File: config.mk
export PLATFORM = sky130hd
export DESIGN_NAME = ells_top
export DESIGN_NICKNAME = d
export VERILOG_FILES = /design/src/include/ells_pkg.sv /design/src/rtl/ells_top.sv
export VERILOG_INCLUDE_DIRS = /design/src /design/src/include
export SDC_FILE = /design/constraint.sdc
export NUM_CORES = 1
export LEC_CHECK = 0
export ABC_AREA = 0
export CORE_MARGIN = 5
export CORE_UTILIZATION = 35
export DETAILED_ROUTE_END_ITERATION = 8
export DONT_BUFFER_PORTS = 1
export GPL_TIMING_DRIVEN = 0
export PLACE_DENSITY_LB_ADDON = 0.12
export SKIP_CTS_REPAIR_TIMING = 1
export SLEW_MARGIN = 20
export SYNTH_ARGS = -nofsm -noshare
export SYNTH_HDL_FRONTEND = slang
export SYNTH_SLANG_ARGS = --single-unit
export TNS_END_PERCENT = 100
File: constraint.sdc
create_clock -name clk -period 3.4 [get_ports clk]
set_clock_uncertainty 0.1 [all_clocks]
set_input_delay 0.51 -clock clk [delete_from_list [all_inputs] [get_ports clk]]
set_output_delay 0.51 -clock clk [all_outputs]
set_load 0.03 [all_outputs]
File: src/include/ells_regs.svh
// register offsets, reset values, setting codes and timing figures of the
// ethernet link loss supervisor; assumes a 32-bit wishbone slave, byte addresses
`ifndef ELLS_REGS_SVH
`define ELLS_REGS_SVH

// byte offsets, one 32-bit word each
`define ELLS_OFF_PRIMARY   8'h00
`define ELLS_OFF_EXTENDED  8'h04
`define ELLS_OFF_MASK1     8'h08
`define ELLS_OFF_MASK2     8'h0C
`define ELLS_OFF_MASK3     8'h10
`define ELLS_OFF_MASK4     8'h14
`define ELLS_OFF_KEEPALIVE 8'h18
`define ELLS_OFF_DIAG      8'h1C
`define ELLS_OFF_RELAY     8'h20
`define ELLS_OFF_IRQ_STAT  8'h24
`define ELLS_OFF_IRQ_MASK  8'h28
`define ELLS_OFF_CONTROL   8'h2C
`define ELLS_OFF_LIVE      8'h30

// reset values
`define ELLS_RST_PRIMARY   16'h0003
`define ELLS_RST_EXTENDED  16'h270F
`define ELLS_RST_MASK_HI   16'h00FF
`define ELLS_RST_MASK_LO   16'h0000
`define ELLS_RST_KEEPALIVE 16'h003C
`define ELLS_RST_DIAG      16'h270F
`define ELLS_RST_RELAY     16'h0000
`define ELLS_RST_IRQ_MASK  4'h0

// setting codes
`define ELLS_ACT_OFF       16'h0000
`define ELLS_ACT_WARN      16'h0001
`define ELLS_ACT_ALARM     16'h0002
`define ELLS_ACT_TRIP      16'h0003
`define ELLS_EXT_BOTH      16'h22B8
`define ELLS_EXT_EITHER    16'h270F
`define ELLS_DIAG_OFF      16'h0000
`define ELLS_DIAG_SNMP     16'h0001
`define ELLS_DIAG_DUPIP    16'h0002
`define ELLS_DIAG_ALL      16'h270F
`define ELLS_RELAY_ON      16'h270F
`define ELLS_FUNC_FIELDBUS 16'h8892
`define ELLS_KA_MIN        16'h0001
`define ELLS_KA_MAX        16'h1C20
`define ELLS_OCTET_MAX     16'h00FF

// field positions
`define ELLS_IRQ_WARN      0
`define ELLS_IRQ_ALARM     1
`define ELLS_IRQ_TRIP      2
`define ELLS_IRQ_CLOSE     3
`define ELLS_CTL_TRIP_CLR  0

// timing
`define ELLS_CLK_PERIOD_NS 10
`define ELLS_SECOND_NS     1000000000
`define ELLS_KA_MULT       8

`endif

File: src/include/ells_pkg.sv
// types of the ethernet link loss supervisor
// assumes ells_regs.svh supplies the numbers; this package holds shapes only
package ells_pkg;

    typedef struct packed {
        logic        cyc;
        logic        stb;
        logic        we;
        logic [7:0]  adr;
        logic [3:0]  sel;
        logic [31:0] dat;
    } ells_wb_req_t;

    typedef struct packed {
        logic        ack;
        logic [31:0] dat;
    } ells_wb_rsp_t;

    typedef struct packed {
        logic        link_loss_warning;
        logic        alarm_output;
        logic        link_loss_trip;
    } ells_ind_t;

    typedef struct packed {
        logic [15:0]       primary_loss_action;
        logic [15:0]       extended_loss_action;
        logic [3:0][15:0]  staged_mask;
        logic [3:0][7:0]   active_mask;
        logic [15:0]       keepalive_seconds;
        logic [15:0]       network_diagnosis_select;
        logic [15:0]       relay_at_reset_select;
        logic [3:0]        irq_status;
        logic [3:0]        irq_mask;
        logic              first_port_s1;
        logic              first_port_s2;
        logic              second_port_s1;
        logic              second_port_s2;
        ells_ind_t         ind;
        logic [15:0]       stop_mode;
        logic              force_close;
        logic [31:0]       ka_prescale;
        logic [15:0]       ka_seconds;
        logic              snmp_enable;
        logic              dup_ip_enable;
        ells_wb_rsp_t      rsp;
    } ells_state_t;

endpackage

File: src/rtl/ells_top.sv
// ethernet link loss supervisor: loss response, keep-alive watchdog, settings
// assumes loss pins come straight from the phys; all other inputs share clk
//
// The Wishbone interface to the registers and the register offsets were left to the implementer.
`include "ells_regs.svh"

module ells_top #(
    parameter int unsigned CYCLES_PER_SEC = `ELLS_SECOND_NS / `ELLS_CLK_PERIOD_NS
) (
    // clock and reset
    input  wire logic                  clk,
    input  wire logic                  resetn,
    // register bus
    input  wire ells_pkg::ells_wb_req_t wb_req,
    output      ells_pkg::ells_wb_rsp_t wb_rsp,
    output      logic                  irq,
    // phy pins, asynchronous
    input  wire logic                  first_port_loss,
    input  wire logic                  second_port_loss,
    // drive side, same clock
    input  wire logic                  drive_stopped,
    input  wire logic                  drive_reset,
    input  wire logic                  fieldbus_cyclic,
    input  wire logic [3:0][15:0]      function_select,
    input  wire logic [15:0]           comm_error_stop_mode,
    input  wire logic                  connection_open,
    input  wire logic                  keepalive_ack,
    // indications and controls
    output      ells_pkg::ells_ind_t   ind,
    output      logic [15:0]           stop_mode,
    output      logic                  force_close,
    output      logic                  snmp_enable,
    output      logic                  dup_ip_enable,
    output      logic [31:0]           subnet_mask,
    output      logic                  relay_at_reset
);
    import ells_pkg::*;

    ////////////////////////////////////////////////////////////////////////////

    ells_state_t s;
    ells_state_t next_s;

    // {trip, alarm, warning} that one code asks for when its loss is present
    function automatic logic [2:0] ells_act(input logic [15:0] code, input logic hit);
        logic [2:0] r;
        r = 3'h0;
        if (hit) begin
            case (code)
                `ELLS_ACT_WARN:  r = 3'h1;
                `ELLS_ACT_ALARM: r = 3'h3;
                `ELLS_ACT_TRIP:  r = 3'h4;
                default:         r = 3'h0;
            endcase
        end
        return r;
    endfunction

    function automatic logic ells_act_ok(input logic [15:0] v);
        return v <= `ELLS_ACT_TRIP;
    endfunction

    ////////////////////////////////////////////////////////////////////////////
    // loss decision

    logic        loss1;
    logic        loss2;
    logic [2:0]  want;
    logic        want_trip;
    logic        fieldbus_trip;
    logic        fieldbus_func;

    assign loss1 = s.first_port_s2;
    assign loss2 = s.second_port_s2;

    always_comb begin
        case (s.extended_loss_action)
            `ELLS_EXT_BOTH:   want = ells_act(s.primary_loss_action, loss1 & loss2);
            `ELLS_EXT_EITHER: want = ells_act(s.primary_loss_action, loss1 | loss2);
            default:          want = ells_act(s.primary_loss_action, loss1)
                                   | ells_act(s.extended_loss_action, loss2);
        endcase
    end

    assign fieldbus_trip = fieldbus_cyclic & (loss1 | loss2);
    assign want_trip     = (want[2] & ~drive_stopped) | fieldbus_trip;

    always_comb begin
        fieldbus_func = 1'b0;
        for (int i = 0; i < 4; i++) begin
            if (function_select[i] == `ELLS_FUNC_FIELDBUS) begin
                fieldbus_func = 1'b1;
            end
        end
    end

    ////////////////////////////////////////////////////////////////////////////
    // bus decode

    logic        req;
    logic        wr;
    logic        rd;
    logic        wr16;
    logic [15:0] wv;
    logic [7:0]  a;
    logic [31:0] rdata;
    logic [15:0] ka_limit;
    logic        ka_second;
    logic [3:0]  ev;

    assign req  = wb_req.cyc & wb_req.stb & ~s.rsp.ack;
    assign wr   = req & wb_req.we;
    assign rd   = req & ~wb_req.we;
    // 16-bit settings change only when both low byte lanes are written
    assign wr16 = wr & (wb_req.sel[1:0] == 2'h3);
    assign wv   = wb_req.dat[15:0];
    assign a    = {wb_req.adr[7:2], 2'h0};

    always_comb begin
        rdata = 32'h0;
        case (a)
            `ELLS_OFF_PRIMARY:   rdata[15:0] = s.primary_loss_action;
            `ELLS_OFF_EXTENDED:  rdata[15:0] = s.extended_loss_action;
            `ELLS_OFF_MASK1:     rdata[15:0] = s.staged_mask[0];
            `ELLS_OFF_MASK2:     rdata[15:0] = s.staged_mask[1];
            `ELLS_OFF_MASK3:     rdata[15:0] = s.staged_mask[2];
            `ELLS_OFF_MASK4:     rdata[15:0] = s.staged_mask[3];
            `ELLS_OFF_KEEPALIVE: rdata[15:0] = s.keepalive_seconds;
            `ELLS_OFF_DIAG:      rdata[15:0] = s.network_diagnosis_select;
            `ELLS_OFF_RELAY:     rdata[15:0] = s.relay_at_reset_select;
            `ELLS_OFF_IRQ_STAT:  rdata[3:0]  = s.irq_status;
            `ELLS_OFF_IRQ_MASK:  rdata[3:0]  = s.irq_mask;
            `ELLS_OFF_LIVE:      rdata       = {s.stop_mode, 8'h0, s.snmp_enable,
                                                s.dup_ip_enable, loss2, loss1,
                                                1'b0, s.ind};
            default:             rdata = 32'h0;
        endcase
    end

    ////////////////////////////////////////////////////////////////////////////
    // next state

    assign ka_limit  = 16'(s.keepalive_seconds * 16'(`ELLS_KA_MULT));
    assign ka_second = (s.ka_prescale == 32'(CYCLES_PER_SEC - 1));

    always_comb begin
        next_s = s;

        next_s.first_port_s1  = first_port_loss;
        next_s.first_port_s2  = s.first_port_s1;
        next_s.second_port_s1 = second_port_loss;
        next_s.second_port_s2 = s.second_port_s1;

        // bus answer one cycle after the request, dropped the cycle after
        next_s.rsp.ack = req;
        next_s.rsp.dat = rd ? rdata : 32'h0;

        // settings; out-of-range writes leave the old value
        if (wr16) begin
            case (a)
                `ELLS_OFF_PRIMARY:
                    if (ells_act_ok(wv)) next_s.primary_loss_action = wv;
                `ELLS_OFF_EXTENDED:
                    if (ells_act_ok(wv) || wv == `ELLS_EXT_BOTH || wv == `ELLS_EXT_EITHER)
                        next_s.extended_loss_action = wv;
                `ELLS_OFF_MASK1:
                    if (wv <= `ELLS_OCTET_MAX) next_s.staged_mask[0] = wv;
                `ELLS_OFF_MASK2:
                    if (wv <= `ELLS_OCTET_MAX) next_s.staged_mask[1] = wv;
                `ELLS_OFF_MASK3:
                    if (wv <= `ELLS_OCTET_MAX) next_s.staged_mask[2] = wv;
                `ELLS_OFF_MASK4:
                    if (wv <= `ELLS_OCTET_MAX) next_s.staged_mask[3] = wv;
                `ELLS_OFF_KEEPALIVE:
                    if (wv >= `ELLS_KA_MIN && wv <= `ELLS_KA_MAX)
                        next_s.keepalive_seconds = wv;
                `ELLS_OFF_DIAG:
                    if (wv <= `ELLS_DIAG_DUPIP || wv == `ELLS_DIAG_ALL)
                        next_s.network_diagnosis_select = wv;
                `ELLS_OFF_RELAY:
                    if (wv == `ELLS_RST_RELAY || wv == `ELLS_RELAY_ON)
                        next_s.relay_at_reset_select = wv;
                default: ;
            endcase
        end
        if (wr && wb_req.sel[0] && a == `ELLS_OFF_IRQ_MASK) begin
            next_s.irq_mask = wb_req.dat[3:0];
        end

        // mask in use only moves at a drive reset, so live traffic never
        // sees a half-written mask
        if (drive_reset) begin
            for (int i = 0; i < 4; i++) begin
                next_s.active_mask[i] = s.staged_mask[i][7:0];
            end
        end

        // warning and alarm are plain levels of the present loss
        next_s.ind.link_loss_warning = want[0];
        next_s.ind.alarm_output      = want[1];

        // trip latches; clear by control write or drive reset, a new cause wins
        if ((wr && wb_req.sel[0] && a == `ELLS_OFF_CONTROL && wb_req.dat[`ELLS_CTL_TRIP_CLR])
            || drive_reset) begin
            next_s.ind.link_loss_trip = 1'b0;
        end
        if (want_trip) begin
            next_s.ind.link_loss_trip = 1'b1;
        end
        if (want_trip && !s.ind.link_loss_trip) begin
            next_s.stop_mode = comm_error_stop_mode;
        end

        // keep-alive watchdog
        next_s.force_close = 1'b0;
        if (!connection_open || keepalive_ack) begin
            next_s.ka_prescale = 32'h0;
            next_s.ka_seconds  = 16'h0;
        end else if (ka_second) begin
            next_s.ka_prescale = 32'h0;
            if (16'(s.ka_seconds + 16'h1) >= ka_limit) begin
                next_s.force_close = 1'b1;
                next_s.ka_seconds  = 16'h0;
            end else begin
                next_s.ka_seconds = 16'(s.ka_seconds + 16'h1);
            end
        end else begin
            next_s.ka_prescale = 32'(s.ka_prescale + 32'h1);
        end

        next_s.snmp_enable = (s.network_diagnosis_select == `ELLS_DIAG_SNMP
                              || s.network_diagnosis_select == `ELLS_DIAG_ALL)
                             && !fieldbus_func;
        next_s.dup_ip_enable = s.network_diagnosis_select == `ELLS_DIAG_DUPIP
                               || s.network_diagnosis_select == `ELLS_DIAG_ALL;

        // sticky events; a read clears, an event in the same cycle survives
        ev = 4'h0;
        ev[`ELLS_IRQ_WARN]  = want[0] & ~s.ind.link_loss_warning;
        ev[`ELLS_IRQ_ALARM] = want[1] & ~s.ind.alarm_output;
        ev[`ELLS_IRQ_TRIP]  = want_trip & ~s.ind.link_loss_trip;
        ev[`ELLS_IRQ_CLOSE] = next_s.force_close;
        if (rd && a == `ELLS_OFF_IRQ_STAT) begin
            next_s.irq_status = 4'h0;
        end
        next_s.irq_status = next_s.irq_status | ev;
    end

    ////////////////////////////////////////////////////////////////////////////

    always_ff @(posedge clk or negedge resetn) begin
        if (!resetn) begin
            s                          <= '0;
            s.primary_loss_action      <= `ELLS_RST_PRIMARY;
            s.extended_loss_action     <= `ELLS_RST_EXTENDED;
            s.staged_mask[0]           <= `ELLS_RST_MASK_HI;
            s.staged_mask[1]           <= `ELLS_RST_MASK_HI;
            s.staged_mask[2]           <= `ELLS_RST_MASK_HI;
            s.staged_mask[3]           <= `ELLS_RST_MASK_LO;
            s.active_mask[0]           <= 8'(`ELLS_RST_MASK_HI);
            s.active_mask[1]           <= 8'(`ELLS_RST_MASK_HI);
            s.active_mask[2]           <= 8'(`ELLS_RST_MASK_HI);
            s.active_mask[3]           <= 8'(`ELLS_RST_MASK_LO);
            s.keepalive_seconds        <= `ELLS_RST_KEEPALIVE;
            s.network_diagnosis_select <= `ELLS_RST_DIAG;
            s.relay_at_reset_select    <= `ELLS_RST_RELAY;
            s.irq_mask                 <= `ELLS_RST_IRQ_MASK;
        end else begin
            s <= next_s;
        end
    end

    assign wb_rsp         = s.rsp;
    assign irq            = |(s.irq_status & s.irq_mask);
    assign ind            = s.ind;
    assign stop_mode      = s.stop_mode;
    assign force_close    = s.force_close;
    assign snmp_enable    = s.snmp_enable;
    assign dup_ip_enable  = s.dup_ip_enable;
    assign subnet_mask    = s.active_mask;
    assign relay_at_reset = (s.relay_at_reset_select == `ELLS_RELAY_ON);

    ////////////////////////////////////////////////////////////////////////////
    // checks

    // independent of the code decode: no loss on either port clears both levels
    property p_warn_follow;
        @(posedge clk) disable iff (!resetn)
        (!loss1 && !loss2) |=> !ind.link_loss_warning && !ind.alarm_output;
    endproperty
    a_warn_follow: assert property (p_warn_follow)
        else $error("warning or alarm held after the signal returned");

    property p_alarm_needs_code2;
        @(posedge clk) disable iff (!resetn)
        $rose(ind.alarm_output) |-> ($past(s.primary_loss_action) == `ELLS_ACT_ALARM
                                    || $past(s.extended_loss_action) == `ELLS_ACT_ALARM);
    endproperty
    a_alarm_needs_code2: assert property (p_alarm_needs_code2)
        else $error("alarm raised without an alarm code");

    property p_both_ports;
        @(posedge clk) disable iff (!resetn)
        (s.extended_loss_action == `ELLS_EXT_BOTH && !(loss1 && loss2))
        |=> !ind.link_loss_warning;
    endproperty
    a_both_ports: assert property (p_both_ports)
        else $error("warning with loss on only one port in both-port mode");

    property p_either_port;
        @(posedge clk) disable iff (!resetn)
        (s.extended_loss_action == `ELLS_EXT_EITHER
         && s.primary_loss_action == `ELLS_ACT_WARN && (loss1 || loss2))
        |=> ind.link_loss_warning;
    endproperty
    a_either_port: assert property (p_either_port)
        else $error("no warning on single-port loss in either-port mode");

    property p_second_port_own_code;
        @(posedge clk) disable iff (!resetn)
        (s.extended_loss_action == `ELLS_ACT_OFF && !loss1 && loss2)
        |=> !ind.link_loss_warning && !ind.alarm_output;
    endproperty
    a_second_port_own_code: assert property (p_second_port_own_code)
        else $error("second port loss acted despite extended code off");

    property p_stopped_no_trip;
        @(posedge clk) disable iff (!resetn)
        (drive_stopped && !fieldbus_cyclic && !ind.link_loss_trip) |=> !ind.link_loss_trip;
    endproperty
    a_stopped_no_trip: assert property (p_stopped_no_trip)
        else $error("trip while drive stopped");

    property p_fieldbus_trip;
        @(posedge clk) disable iff (!resetn)
        (fieldbus_cyclic && (loss1 || loss2)) |=> ind.link_loss_trip;
    endproperty
    a_fieldbus_trip: assert property (p_fieldbus_trip)
        else $error("fieldbus loss did not trip");

    property p_stop_mode_taken;
        @(posedge clk) disable iff (!resetn)
        $rose(ind.link_loss_trip) |-> stop_mode == $past(comm_error_stop_mode);
    endproperty
    a_stop_mode_taken: assert property (p_stop_mode_taken)
        else $error("stop mode not captured at trip");

    property p_snmp_blocked;
        @(posedge clk) disable iff (!resetn)
        fieldbus_func |=> !snmp_enable;
    endproperty
    a_snmp_blocked: assert property (p_snmp_blocked)
        else $error("snmp on with fieldbus function selected");

    property p_mask_held;
        @(posedge clk) disable iff (!resetn)
        !drive_reset |=> $stable(subnet_mask);
    endproperty
    a_mask_held: assert property (p_mask_held)
        else $error("subnet mask changed without drive reset");

    property p_close_timing;
        @(posedge clk) disable iff (!resetn)
        force_close |-> $past(connection_open) && !$past(keepalive_ack)
                        && $past(s.ka_seconds) == 16'($past(ka_limit) - 16'h1);
    endproperty
    a_close_timing: assert property (p_close_timing)
        else $error("connection closed before eight keep-alive periods");

    property p_ack_one;
        @(posedge clk) disable iff (!resetn)
        wb_rsp.ack |=> !wb_rsp.ack;
    endproperty
    a_ack_one: assert property (p_ack_one)
        else $error("ack held longer than one cycle");

endmodule

== Word level (Yosys, flattened, before mapping) ==
Cells that the tools add are included.
Operators by class
  magnitude comparators: 6
  multiplexer cells: 27
  reductions and logical operators: 34
  eq/ne operators: 32
  bitwise logic cells: 22
  $add $sub $neg: 2
Operators by type and width (count)
  $pmux W12 S10: 1
  $eq A16 B14 Y1 const B: 6
  $eq A16 B2 Y1 const B: 5
  $eq A16 B16 Y1 const B: 4
  $mux W32: 2
  $eq A16 B1 Y1 const B: 3
  $mux W16: 3
  $mux W48: 1
  $pmux W4 S12: 1
  $add A32 B1 Y32 const B: 1
  $eq A32 B27 Y1 const B: 1
  $le A16 B2 Y1 const B: 2
  $eq A6 B4 Y1 const B: 5
  $reduce_and A3 Y1: 9
  $eq A6 B3 Y1 const B: 4
  $mux W3: 6
  $pmux W3 S3: 2
  $add A16 B1 Y16 const B: 1
  $ge A16 B1 Y1 const B: 1
  $ge A16 B16 Y1: 1
  $le A16 B13 Y1 const B: 1
  $le A16 B8 Y1 const B: 1
  $logic_not A16 Y1: 1
  $eq A6 B2 Y1 const B: 2
  18 further kinds: 59
Word-level totals
  register bits after elaboration: 291
  output and inout bits: 89
  logic and storage cells: 153

== Longest topological paths before layout ==
Gate-level depths: netlist (run 1).
  depth after elaboration: 10
  mapped depth: 14
  gate-level depth less buffers: 13

== Worst setup path after synthesis (run 1) ==
No wires, ideal clock.
  kind: reg-to-reg
  start point: reg s[37] (netlist bit)
  end point: reg s[43] (netlist bit)
  required time: 3182 ps
  library setup time: 118 ps
  cell stages (with the launch flop): 14
  period minus slack after synthesis: 2963 ps
  arrival: 2745 ps
  path slack: 437 ps
  path through: dfrtp_1 clkbuf_1 nand3_1 nor3_1 nand3_1 o21ai_0 nand2_1 ha_1 and4_1 o311ai_0 nand4_1 clkbuf_1 a21oi_1 a21o_1
On the way
  word-level cells in the longest chain between the ends: 5
RTL lines
  start, declared: RTL line ells_top.sv:41  | ells_state_t s;
  start signal, assigned: RTL line ells_top.sv:269  | s <= next_s;
  $add A16 B1 Y16 *: RTL line ells_top.sv:221, ells_top.sv:225
  $ge A16 B16 Y1: RTL line ells_top.sv:221  | if (16'(s.ka_seconds + 16'h1) >= ka_limit) begin
  $mux W16 *: RTL line ells_top.sv:221
  $mux W16 *: RTL line ells_top.sv:219  | end else if (ka_second) begin
  $mux W48 *: RTL line ells_top.sv:216  | if (!connection_open || keepalive_ack) begin
Every way passes the cells marked *; elsewhere a longest branch is shown, timed or not. The select of a mux whose other input is x is not followed.
A chain may end at the register's enable or synchronous reset.

==> summary.txt, run 1 <==
Logic synthesis
  – Synthesis Warnings: 0
  – Largest family of logic cells by synthesized area: simple AND/OR/NAND/NOR gates
  – Synth Area in Compound Gates: just under 9%
  – Syn Inst Count: 1,199
  – Async S/R FF share, synth: 100%
  – Syn Std Cell Area: 13,700 sq um
  – Top_reg_cell synth: dfrtp_1
  – Seq cells post-synth: 291
  – Post-synthesis adder-cell area fraction: under 10%
  – Avg Inst Size Synth: 11.5 sq um
  – Post-synthesis sequential area ratio: 53.6%
  – Multiplexer share of the synthesized area: 10.8%
  – Count of different cell masters after synthesis: 71
  – Post-Synth XOR/XNOR Area: roughly 2.1%
  – Simple-Gate Fraction of Synth Area: 16.8%
  – Mapped Nets: roughly 1,400
  – EDFF count, synth: 0

Die
  – Placement Rows: 72
  – Core ar.: 38,700 sq um
  – # IOs: 225
  – Die Height: 208 um
  – Initial Utilization: 35.5%
  – DIE AREA: 43,300 sq um
  – Die W: 208 um

Route
  – Detailed Routing Iterations Pass 1: 5
  – Final WL: about 40,000 um
  – Via count: around 9,500
  – Antenna Nets Post-Route: 0
  – DR WL/cell: roughly 23 um
  – Via/cell ratio: 5.28
  – # DRC: 0
  – DRC violation total after the first TritonRoute iteration: 713

Critical path
  – Worst setup EP type: register
  – Startpoint Class: register
  – CP cell instances: and3b_1 -> and3_1 -> clkbuf_1 -> and2_1 -> nand2_1 -> nor3_4 -> clkbuf_2 -> mux2_2
  – Reg2reg setup slack: 0.16 ns
  – RR Startpoint: wb_rsp[32]
  – WP data arrival: 3.60 ns
  – Reg2reg end: s[202]
  – CP max stage cell: clkbuf_2
  – Worst setup path end: s[202]
  – Worst reg2reg path depth: 8
  – Worst Setup SP: wb_rsp[32]
  – Crit path required time: approximately 3.8 ns
  – Kind of critical path: register to register
  – Max incr delay on CP: 0.48 ns
  – Crit-path max FO: 10

Placement
  – Port-buffer cells: 0
  – DP Wirelength: around 29,000 um
  – Routability cong.: ~0.86

GRT
  – Total grt overflow: 0
  – GR Layer Usage met3: 5.20%
  – GR Layer Usage met1: 25.0%
  – Largest net degree at the start of global routing: 292
  – GRT busiest layer: met2
  – Vias in the first global route: 9,690
  – First-pass GRT wire length: 61,400 um
  – Met2 GRT Util: approximately 29%
  – Total Routing Usage GR: 18.3%
  – Initial antenna violation count: 3

Power
  – Sequential share of power: 45.4%
  – Total power: 7.84 mW
  – Pwr/cell area: 496 nW/um^2
  – NetSw: about 1.7 mW
  – Cell-internal power: 6.10 mW
  – Clock share of power: about half
  – LEAKAGE: 7.11 nW
  – Comb pwr share: under 10%
  – Max VDD drop: 268 uV
  – Switching Share: 22.2%

STA
  – Max_slew headroom: 34.7%
  – Worst-Margin Slew: 0.972 ns
  – Setup TNS: 0 ns
  – Tcrit/Tclk final: 95.4%
  – Slew Limit Fails: 0
  – # setup viols final: 0
  – Tmin final: 3.24 ns
  – Worst hold slack: -0.433 ns
  – FMAX: 0.308 GHz
  – Hold Vio Cnt, Final: around 250

Layout
  – Antenna cell count: 0
  – Share of cells above drive strength 1: a little under 30%
  – P&R area growth vs syn: 14.9%
  – Number of fillers in the final layout: 3,769
  – Final net count: 1,395
  – Final Util: 40.8%

Clock network
  – Clock tree sinks: 291
  – Clk buf depth: 3
  – Clock root buffer: clkbuf_16
  – CTS tree: done
  – Clk slew on worst S/H paths: 0.05 ns
  – CTS H-tree lvls: 2
  – Worst-skew pair later-pin latency: 0.54 ns
  – CTS Buf Count: 36

Flow run
  – MaxCap Viol Count: 0

Run status
  – Violated checks: hold timing
  – Status: finished with violations

Hold path
  – Min-Delay Path Class: primary input to asynchronous set/reset pin
==> Yosys cell counts, types with 25 or more instances <==
library cell	instances	area, sq um
nor2b_1	55	344
a21oi_1	27	135
nor2_1	68	255
dfstp_2	70	1840
buf_4	84	631
and3_1	26	163
a22oi_1	31	233
and2_1	25	156
mux2_2	108	1220
clkbuf_1	43	161
dfrtp_1	221	5530
nand4_1	26	163
nand2_1	74	278
nand3_1	40	200
==> layout by cell type, fill, tap and decap left out, types with 15 or more instances in the layout <==
master and instances:
dfrtp_1 220, mux2_2 108, buf_4 86, nand2_1 74
dfstp_2 70, nor2_1 68, nor2b_1 54, clkbuf_1 45
nand3_1 39, clkbuf_16 37, a22oi_1 31, a21oi_1 27
nand4_1 26, and3_1 26, and2_1 25, xor2_1 21
inv_1 18, nor3_1 18, o21ai_0 17, a31oi_1 17
nor4b_1 16, clkbuf_8 16, ha_1 15
==> final cells by class <==
class / count / area [sq um] / area share, %
multi-input cells: 759 / 5560 / 35.2
flip-flops and latches: 291 / 7370 / 46.7
clock buffers: 60 / 1170 / 7.42
inverters: 18 / 67.6 / 0.428
plain buffers: 130 / 827 / 5.24
clock inverters: 6 / 68.8 / 0.436
well taps: 518 / 648 / 4.10
repair buffers: 8 / 75.1 / 0.475
==> flip-flops by register name, indices dropped and copies added (netlist names) <==
register,cells
subnet_mask,32
force_close,1
next_s,2
s,200
stop_mode,16
dup_ip_enable,1
ind,3
wb_rsp,33
snmp_enable,1
loss2,1
loss1,1
==> critical path, delay by kind of cell, from the launching register on <==
kind                   cells  cell delay, ns
DFF                        1            0.38
and+or+nand+nor            5            1.54
buffers and inverters      2            0.76
muxes                      1            0.38
==> how the worst min path moves through the flow <==
stage	slack [ns]	cells past startpoint	from	to
after floorplan	0.11	0	resetn	dup_ip_enable
after global placement	0.13	0	resetn	wb_rsp[10]
after detailed placement	0.13	0	resetn	wb_rsp[10]
after CTS	-0.46	0	resetn	wb_rsp[10]
after global routing	-0.46	0	resetn	wb_rsp[14]
final	-0.43	0	resetn	wb_rsp[12]
==> layer usage <==
metal	wire [um]	part of all wire, %
met5	14	0.035
met2	19100	47
met1	17900	45
met3	2670	6.6
met4	584	1.4
==> logic make-up (layout without fill, tap and decap cells) <==
logic type      count (synthesis)  count (layout)
simple gates                  418             418
flops                         291             291
compound gates                165             165
buf+inv                       149             222
mux                           127             127
xor+xnor                       33              33
fa+ha+maj                      16              16
==> power by group through the flow <==
stage / clock network (mW) / registers, mW / logic (mW)
2_1_floorplan: 0 / 3.61 / 0.309
3_3_place_gp: 0 / 3.62 / 0.366
3_5_place_dp: 0 / 3.62 / 0.369
4_1_cts: 4.03 / 3.56 / 0.371
5_1_grt: 4.19 / 3.57 / 0.396
6_report: 3.91 / 3.56 / 0.374
==> metrics by stage <==
stage          cell area, sq um  cells  setup slack (ns)
3_5_place_dp              14400   1718            -0.349
4_1_cts                   15700   1784            -0.399
3_3_place_gp              14400   1717            -0.404
6_report                  15800   1790             0.156
2_1_floorplan             13700   1199             0.437
5_1_grt                   15800   1790           -0.0117
No activity file was read; power rests on OpenSTA's default activity.
==> run 2: changes to the inputs <==
--- a/config.mk
+++ b/config.mk
@@ -11,7 +11,6 @@
 export CORE_UTILIZATION = 35
 export DETAILED_ROUTE_END_ITERATION = 8
 export DONT_BUFFER_PORTS = 1
-export GPL_TIMING_DRIVEN = 0
 export PLACE_DENSITY_LB_ADDON = 0.12
 export SKIP_CTS_REPAIR_TIMING = 1
 export SLEW_MARGIN = 20
==> constraint.sdc (replaced) <==
create_clock -name clk -period 3.01 [get_ports clk]
set_clock_uncertainty 0.1 [all_clocks]
set_input_delay 0.4515 -clock clk [delete_from_list [all_inputs] [get_ports clk]]
set_output_delay 0.4515 -clock clk [all_outputs]
set_load 0.03 [all_outputs]
==> run 2 against run 1 <==
Compared with the run above:
- the flow still finishes with violations (hold timing)
- maximum frequency up 11%
- via count down 2.6%
- critical path depth down 1
- critical endpoint is now stop_mode[7]
==> summary.txt, run 2 (same netlist as run 1, synthesis figures left out) <==
GRT
  – Initial antenna violation count: 0 (was 3)
  – Largest net degree at the start of global routing: 292 (unchanged)
  – GR Layer Usage met1: 24.6% (was 25.0%)
  – Vias in the first global route: 9,372 (was 9,690)
  – Total Routing Usage GR: 17.9% (was 18.3%)
  – Met2 GRT Util: 28.5% (was 29.4%)
  – First-pass GRT wire length: 60,400 um (was 61,400 um)
  – Total grt overflow: 0 (unchanged)
  – GR Layer Usage met3: 4.67% (was 5.20%)
  – GRT busiest layer: met2 (unchanged)

Die
  – Placement Rows: 72 (unchanged)
  – Initial Utilization: 35.5% (unchanged)
  – Die Height: 208 um (unchanged)
  – DIE AREA: 43,300 sq um (unchanged)
  – # IOs: 225 (unchanged)
  – Die W: 208 um (unchanged)
  – Core ar.: 38,700 sq um (unchanged)

Clock network
  – CTS H-tree lvls: 2 (unchanged)
  – CTS tree: done (unchanged)
  – Clk slew on worst S/H paths: 0.06 ns (was 0.05 ns)
  – Clk buf depth: 3 (unchanged)
  – Clock root buffer: clkbuf_16 (unchanged)
  – Worst-skew pair later-pin latency: 0.52 ns (was 0.54 ns)
  – CTS Buf Count: 36 (unchanged)
  – Clock tree sinks: 291 (unchanged)

Placement
  – Port-buffer cells: 0 (unchanged)
  – DP Area: 14,000 sq um (was 14,400 sq um)
  – DP Wirelength: 27,900 um (was 29,000 um)
  – Place WS: 0.0567 ns (was -0.349 ns)
  – Placed cell count: 1,635 (was 1,718)
  – Routability cong.: 0.854 (was 0.859)

Power
  – Max VDD drop: 388 uV (was 268 uV)
  – Total power: 8.83 mW (was 7.84 mW)
  – Pwr/cell area: 563 nW/um^2 (was 496 nW/um^2)
  – LEAKAGE: 6.95 nW (was 7.11 nW)

Run status
  – Status: finished with violations (unchanged)
  – Violated checks: hold timing (unchanged)

STA
  – Slew Limit Fails: 0 (unchanged)
  – Worst hold slack: -0.475 ns (was -0.433 ns)
  – Unrepaired setup endpoints after global routing: yes
  – Max_slew headroom: 35.4% (was 34.7%)
  – # setup viols final: 0 (unchanged)
  – Hold Vio Cnt, Final: 238 (was 248)
  – FMAX: 0.343 GHz (was 0.308 GHz)
  – Tmin final: 2.91 ns (was 3.24 ns)
  – Setup TNS: 0 ns (unchanged)
  – Setup ws final: 0.0958 ns (was 0.156 ns)
  – Tcrit/Tclk final: 96.8% (was 95.4%)
  – Worst-Margin Slew: 0.966 ns (was 0.972 ns)

Layout
  – Share of cells above drive strength 1: 27.7% (was 29.6%)
  – Final net count: 1,353 (was 1,395)
  – Most frequent cells in the layout: dfrtp_1, mux2_2, nand2_1 (was dfrtp_1, mux2_2, buf_4)
  – Most flops, register: s (unchanged)
  – Most common cell after layout, fill and taps aside: dfrtp_1 (unchanged)
  – Final Instance Area: 15,700 sq um (was 15,800 sq um)
  – Final Non-Filler Cells: 1,749 (was 1,790)
  – Number of flip-flops in the largest register: 200 (unchanged)
  – P&R area growth vs syn: 14.1% (was 14.9%)

Route
  – DRC violation total after the first TritonRoute iteration: 718 (was 713)
  – Final WL: 41,100 um (was 40,300 um)
  – Via count: 9,214 (was 9,460)
  – Via/cell ratio: 5.27 (was 5.28)
  – Antenna Nets Post-Route: 0 (unchanged)
  – # DRC: 0 (unchanged)
  – Detailed Routing Iterations Pass 1: 7 (was 5)
  – DR WL/cell: 23.5 um (was 22.5 um)

Critical path
  – Worst setup EP type: register (unchanged)
  – Crit-path max FO: 13 (was 10)
  – Crit path required time: 3.32 ns (was 3.76 ns)
  – WP data arrival: 3.22 ns (was 3.60 ns)
  – Kind of critical path: register to register (unchanged)
  – Startpoint Class: register (unchanged)

Flow run
  – MaxCap Viol Count: 0 (unchanged)

Hold path
  – Min-Delay Path Class: primary input to asynchronous set/reset pin (unchanged)
==> run 2: cell count changes in the layout (fill, tap and decap cells not counted), moves of 5 or more <==
cell,before,now
clkbuf_8,16,7
clkbuf_1,45,8
clkinv_2,1,6
dlygate4sd3_1,6,37
buf_4,86,56
==> run 2: path summary, 6_finish.rpt <==
path,start,endpoint,slack [ns],depth (start not counted)
min in group clk,fieldbus_cyclic,ind[0],0.06,2
setup / recovery,s[263],stop_mode[7],0.1,7
setup reg to reg,s[263],stop_mode[7],0.1,7
hold reg to reg,next_s[105],loss1,0.25,0
max in group asynchronous,resetn,wb_rsp[16],2.54,0
hold / removal,resetn,wb_rsp[10],-0.47,0
==> run 2: where the power goes <==
group	switching [mW]	internal (mW)	total [mW]
clock	1.68	2.75	4.43
sequential	0.155	3.97	4.13
combinational	0.130	0.141	0.271
total	1.96	6.87	8.83
==> run 2: worst max-delay path, stage by stage (launching register included) <==
cell and delay [ns]:
dfrtp_1 0.42, or4_4 0.55, or4_1 0.56, o32ai_2 0.27, a31o_1 0.18, o21bai_4 0.23, buf_4 0.20, mux2_4 0.29
==> run 2: per-layer routing <==
layer | vias up | share of wire [%]
li1 | 4259 | -
met1 | 4656 | 44
met2 | 251 | 47
met3 | 48 | 6.9
met4 | 0 | 1.9
met5 | - | 0
==> run 2: per-stage QoR <==
stage | util [%] | hold slack [ns]
2_1_floorplan | - | 0.0559
3_3_place_gp | 36.1 | 0.0692
3_5_place_dp | 36.1 | 0.0695
4_1_cts | 39.3 | -0.490
5_1_grt | 40.5 | -0.488
6_report | 40.5 | -0.475
==> run 2: area by class of cell <==
class / count / area (sq um)
diodes: 1 / 2.50
inverters: 18 / 67.6
clock buffers: 53 / 1080
flip-flops and latches: 291 / 7370
well taps: 518 / 648
repair buffers: 96 / 827
multi-input cells: 759 / 5530
clock inverters: 13 / 160
fillers: 3766 / 23100
==> run 3: changes to the inputs <==
==> constraint.sdc (replaced) <==
create_clock -name clk -period 3.2 [get_ports clk]
set_clock_uncertainty 0.1 [all_clocks]
set_input_delay 0.48 -clock clk [delete_from_list [all_inputs] [get_ports clk]]
set_output_delay 0.48 -clock clk [all_outputs]
set_load 0.03 [all_outputs]
==> run 3 against run 2 <==
Compared with the run above:
- the flow still finishes with violations (hold timing)
- total power shrank 11%
- sequential cell count stayed put
- final cell count down 1.7%
- die area stayed put
- clock power shrank 15%
- cell area down 2.3%
- critical path depth up 5
- worst hold slack better by 0.015 ns
- setup slack improved by 0.099 ns
==> summary.txt, run 3 (same netlist as run 1, synthesis figures left out) <==
Layout
  – Most flops, register: s (unchanged)
  – Number of fillers in the final layout: 3,771 (was 3,766)
  – Sequential Area: 7370 sq um (unchanged)
  – Antenna cell count: 0 (was 1)
  – Final net count: 1,328 (was 1,353)
  – P&R area growth vs syn: 11.5% (was 14.1%)
  – Share of cells above drive strength 1: 25.8% (was 27.7%)
  – Area of the multi-input gates: 5520 sq um (was 5530 sq um)
  – Most common cell after layout, fill and taps aside: dfrtp_1 (unchanged)
  – Number of flip-flops in the largest register: 200 (unchanged)
  – Most frequent cells in the layout: dfrtp_1, mux2_2, nand2_1 (unchanged)
  – Final Instance Area: 15,300 sq um (was 15,700 sq um)

Critical path
  – CP cell instances: nand4_1 -> nor3_2 -> buf_4 -> nand3_1 -> or3_1 -> nand2_1 -> ha_1 -> and4_1 -> o311ai_0 -> and3_1 -> nor2b_1 -> a21o_1 (was or4_4 -> or4_1 -> o32ai_2 -> a31o_1 -> o21bai_4 -> buf_4 -> mux2_4)
  – Worst reg2reg path depth: 12 (was 7)
  – Crit-path max FO: 6 (was 13)
  – Crit path required time: 3.52 ns (was 3.32 ns)
  – Kind of critical path: register to register (unchanged)
  – Startpoint Class: register (unchanged)
  – CP max stage cell: dfrtp_1 (was or4_1)
  – Worst setup EP type: register (unchanged)
  – RR Startpoint: s[39] (was s[263])
  – Max incr delay on CP: 0.41 ns (was 0.56 ns)
  – Reg2reg setup slack: 0.19 ns (was 0.1 ns)
  – Worst setup path end: s[114] (was stop_mode[7])
  – Worst Setup SP: s[39] (was s[263])
  – CP Depth: 12 (was 7)
  – WP data arrival: 3.32 ns (was 3.22 ns)
  – CP bufs+invs: 1 (unchanged)
  – Cell family with most CP delay: simple AND/OR/NAND/NOR gates (unchanged)
  – Reg2reg end: s[114] (was stop_mode[7])

Clock network
  – Clock tree sinks: 291 (unchanged)
  – Clk slew on worst S/H paths: 0.06 ns (about the same)
  – CTS Buf Count: 35 (was 36)
  – CTS H-tree lvls: 2 (unchanged)
  – Worst-skew pair later-pin latency: 0.54 ns (was 0.52 ns)
  – Clock root buffer: clkbuf_16 (unchanged)
  – CTS tree: done (unchanged)
  – Clk buf depth: 3 (unchanged)

Placement
  – DP Wirelength: 27,700 um (was 27,900 um)
  – Routability cong.: 0.856 (was 0.854)
  – Port-buffer cells: 0 (unchanged)
  – DP Area: 13,900 sq um (was 14,000 sq um)

Route
  – # DRC: 0 (unchanged)
  – Via/cell ratio: 5.36 (was 5.27)
  – DR WL/cell: 23.4 um (was 23.5 um)
  – Via count: 9,211 (was 9,214)
  – DRC violation total after the first TritonRoute iteration: 669 (was 718)
  – Detailed Routing Iterations Pass 1: 5 (was 7)
  – Final WL: 40,200 um (was 41,100 um)
  – Antenna Nets Post-Route: 0 (unchanged)

Run status
  – Violated checks: hold timing (unchanged)
  – Status: finished with violations (unchanged)

STA
  – # setup viols final: 0 (unchanged)
  – Max_slew headroom: 37.6% (was 35.4%)
  – FMAX: 0.333 GHz (was 0.343 GHz)
  – Setup TNS: 0 ns (unchanged)
  – Slew Limit Fails: 0 (unchanged)
  – Tmin final: 3.01 ns (was 2.91 ns)
  – Unrepaired setup endpoints after global routing: no (was yes)
  – Worst-Margin Slew: 0.936 ns (was 0.966 ns)
  – Tcrit/Tclk final: 93.9% (was 96.8%)
  – Worst hold slack: -0.460 ns (was -0.475 ns)
  – Hold Vio Cnt, Final: 250 (was 238)

GRT
  – Total Routing Usage GR: 17.7% (was 17.9%)
  – First-pass GRT wire length: 59,400 um (was 60,400 um)
  – Vias in the first global route: 9,107 (was 9,372)
  – Initial antenna violation count: 1 (was 0)
  – Total grt overflow: 0 (unchanged)
  – Largest net degree at the start of global routing: 292 (unchanged)

Flow run
  – MaxCap Viol Count: 0 (unchanged)

Die
  – # IOs: 225 (unchanged)
  – Die W: 208 um (unchanged)
  – Placement Rows: 72 (unchanged)
  – DIE AREA: 43,300 sq um (unchanged)
  – Initial Utilization: 35.5% (unchanged)
  – Die Height: 208 um (unchanged)
  – Core ar.: 38,700 sq um (unchanged)

Hold path
  – Min-Delay Path Class: primary input to asynchronous set/reset pin (unchanged)

Power
  – Pwr/cell area: 514 nW/um^2 (was 563 nW/um^2)
  – Max VDD drop: 255 uV (was 388 uV)
  – LEAKAGE: 6.75 nW (was 6.95 nW)
## run 3: changes by cell type in the layout (fill, tap and decap cells not counted), sizes merged
cell,change
buf,-22
bufinv,-3
clkbuf,+1
clkinv,-1
clkinvlp,-1
diode,-1
dlygate4sd3,-2
## run 3: cell type report
cell class,instances,area share [%]
Timing Repair Buffer,72,4.10
Multi-Input combinational cell,759,36.0
Inverter,18,0.441
Sequential cell,291,48.1
Clock inverter,8,0.302
Clock buffer,54,6.77
Tap cell,518,4.23
## run 3: worst min path at each step
stage                     startpoint            end  slack [ns]  depth (start not counted)
after floorplan               resetn  dup_ip_enable        0.08                          0
after global placement        resetn     wb_rsp[10]         0.1                          0
after detailed placement      resetn     wb_rsp[11]        0.10                          0
after CTS                     resetn     wb_rsp[11]       -0.48                          0
after global routing          resetn     wb_rsp[14]       -0.48                          0
final                         resetn     wb_rsp[11]       -0.46                          0
## run 3: worst reg2reg max path: stages (launching register included)
cell,delay [ns]
dfrtp_1,0.41
nand4_1,0.20
nor3_2,0.22
buf_4,0.16
nand3_1,0.08
or3_1,0.37
nand2_1,0.09
ha_1,0.23
and4_1,0.20
o311ai_0,0.14
and3_1,0.38
nor2b_1,0.14
a21o_1,0.17
## run 3: stage by stage
stage / util [%] / setup slack, ns / cells / total power, mW
global placement: 35.8 / 0.234 / 1623 / 4.12
finish: 39.5 / 0.195 / 1720 / 7.88
floorplan: - / 0.237 / 1199 / 4.16
global route: 39.5 / 0.0117 / 1720 / 8.17
CTS: 38.6 / 0.157 / 1685 / 7.96
detailed placement: 35.8 / 0.186 / 1623 / 4.12
## run 3: metal layers
layer / global-route usage [%] / up-vias / wire length [um]
met5: 0 / - / 0
met4: 5.19 / 0 / 910
met3: 5.11 / 58 / 2690
met2: 27.7 / 253 / 18700
met1: 24.0 / 4680 / 17900
li1: - / 4220 / -
## run 3: power breakdown
part | switching (mW) | internal (mW)
Sequential | 0.150 | 3.74
Combinational | 0.103 | 0.121
Clock | 1.54 | 2.23
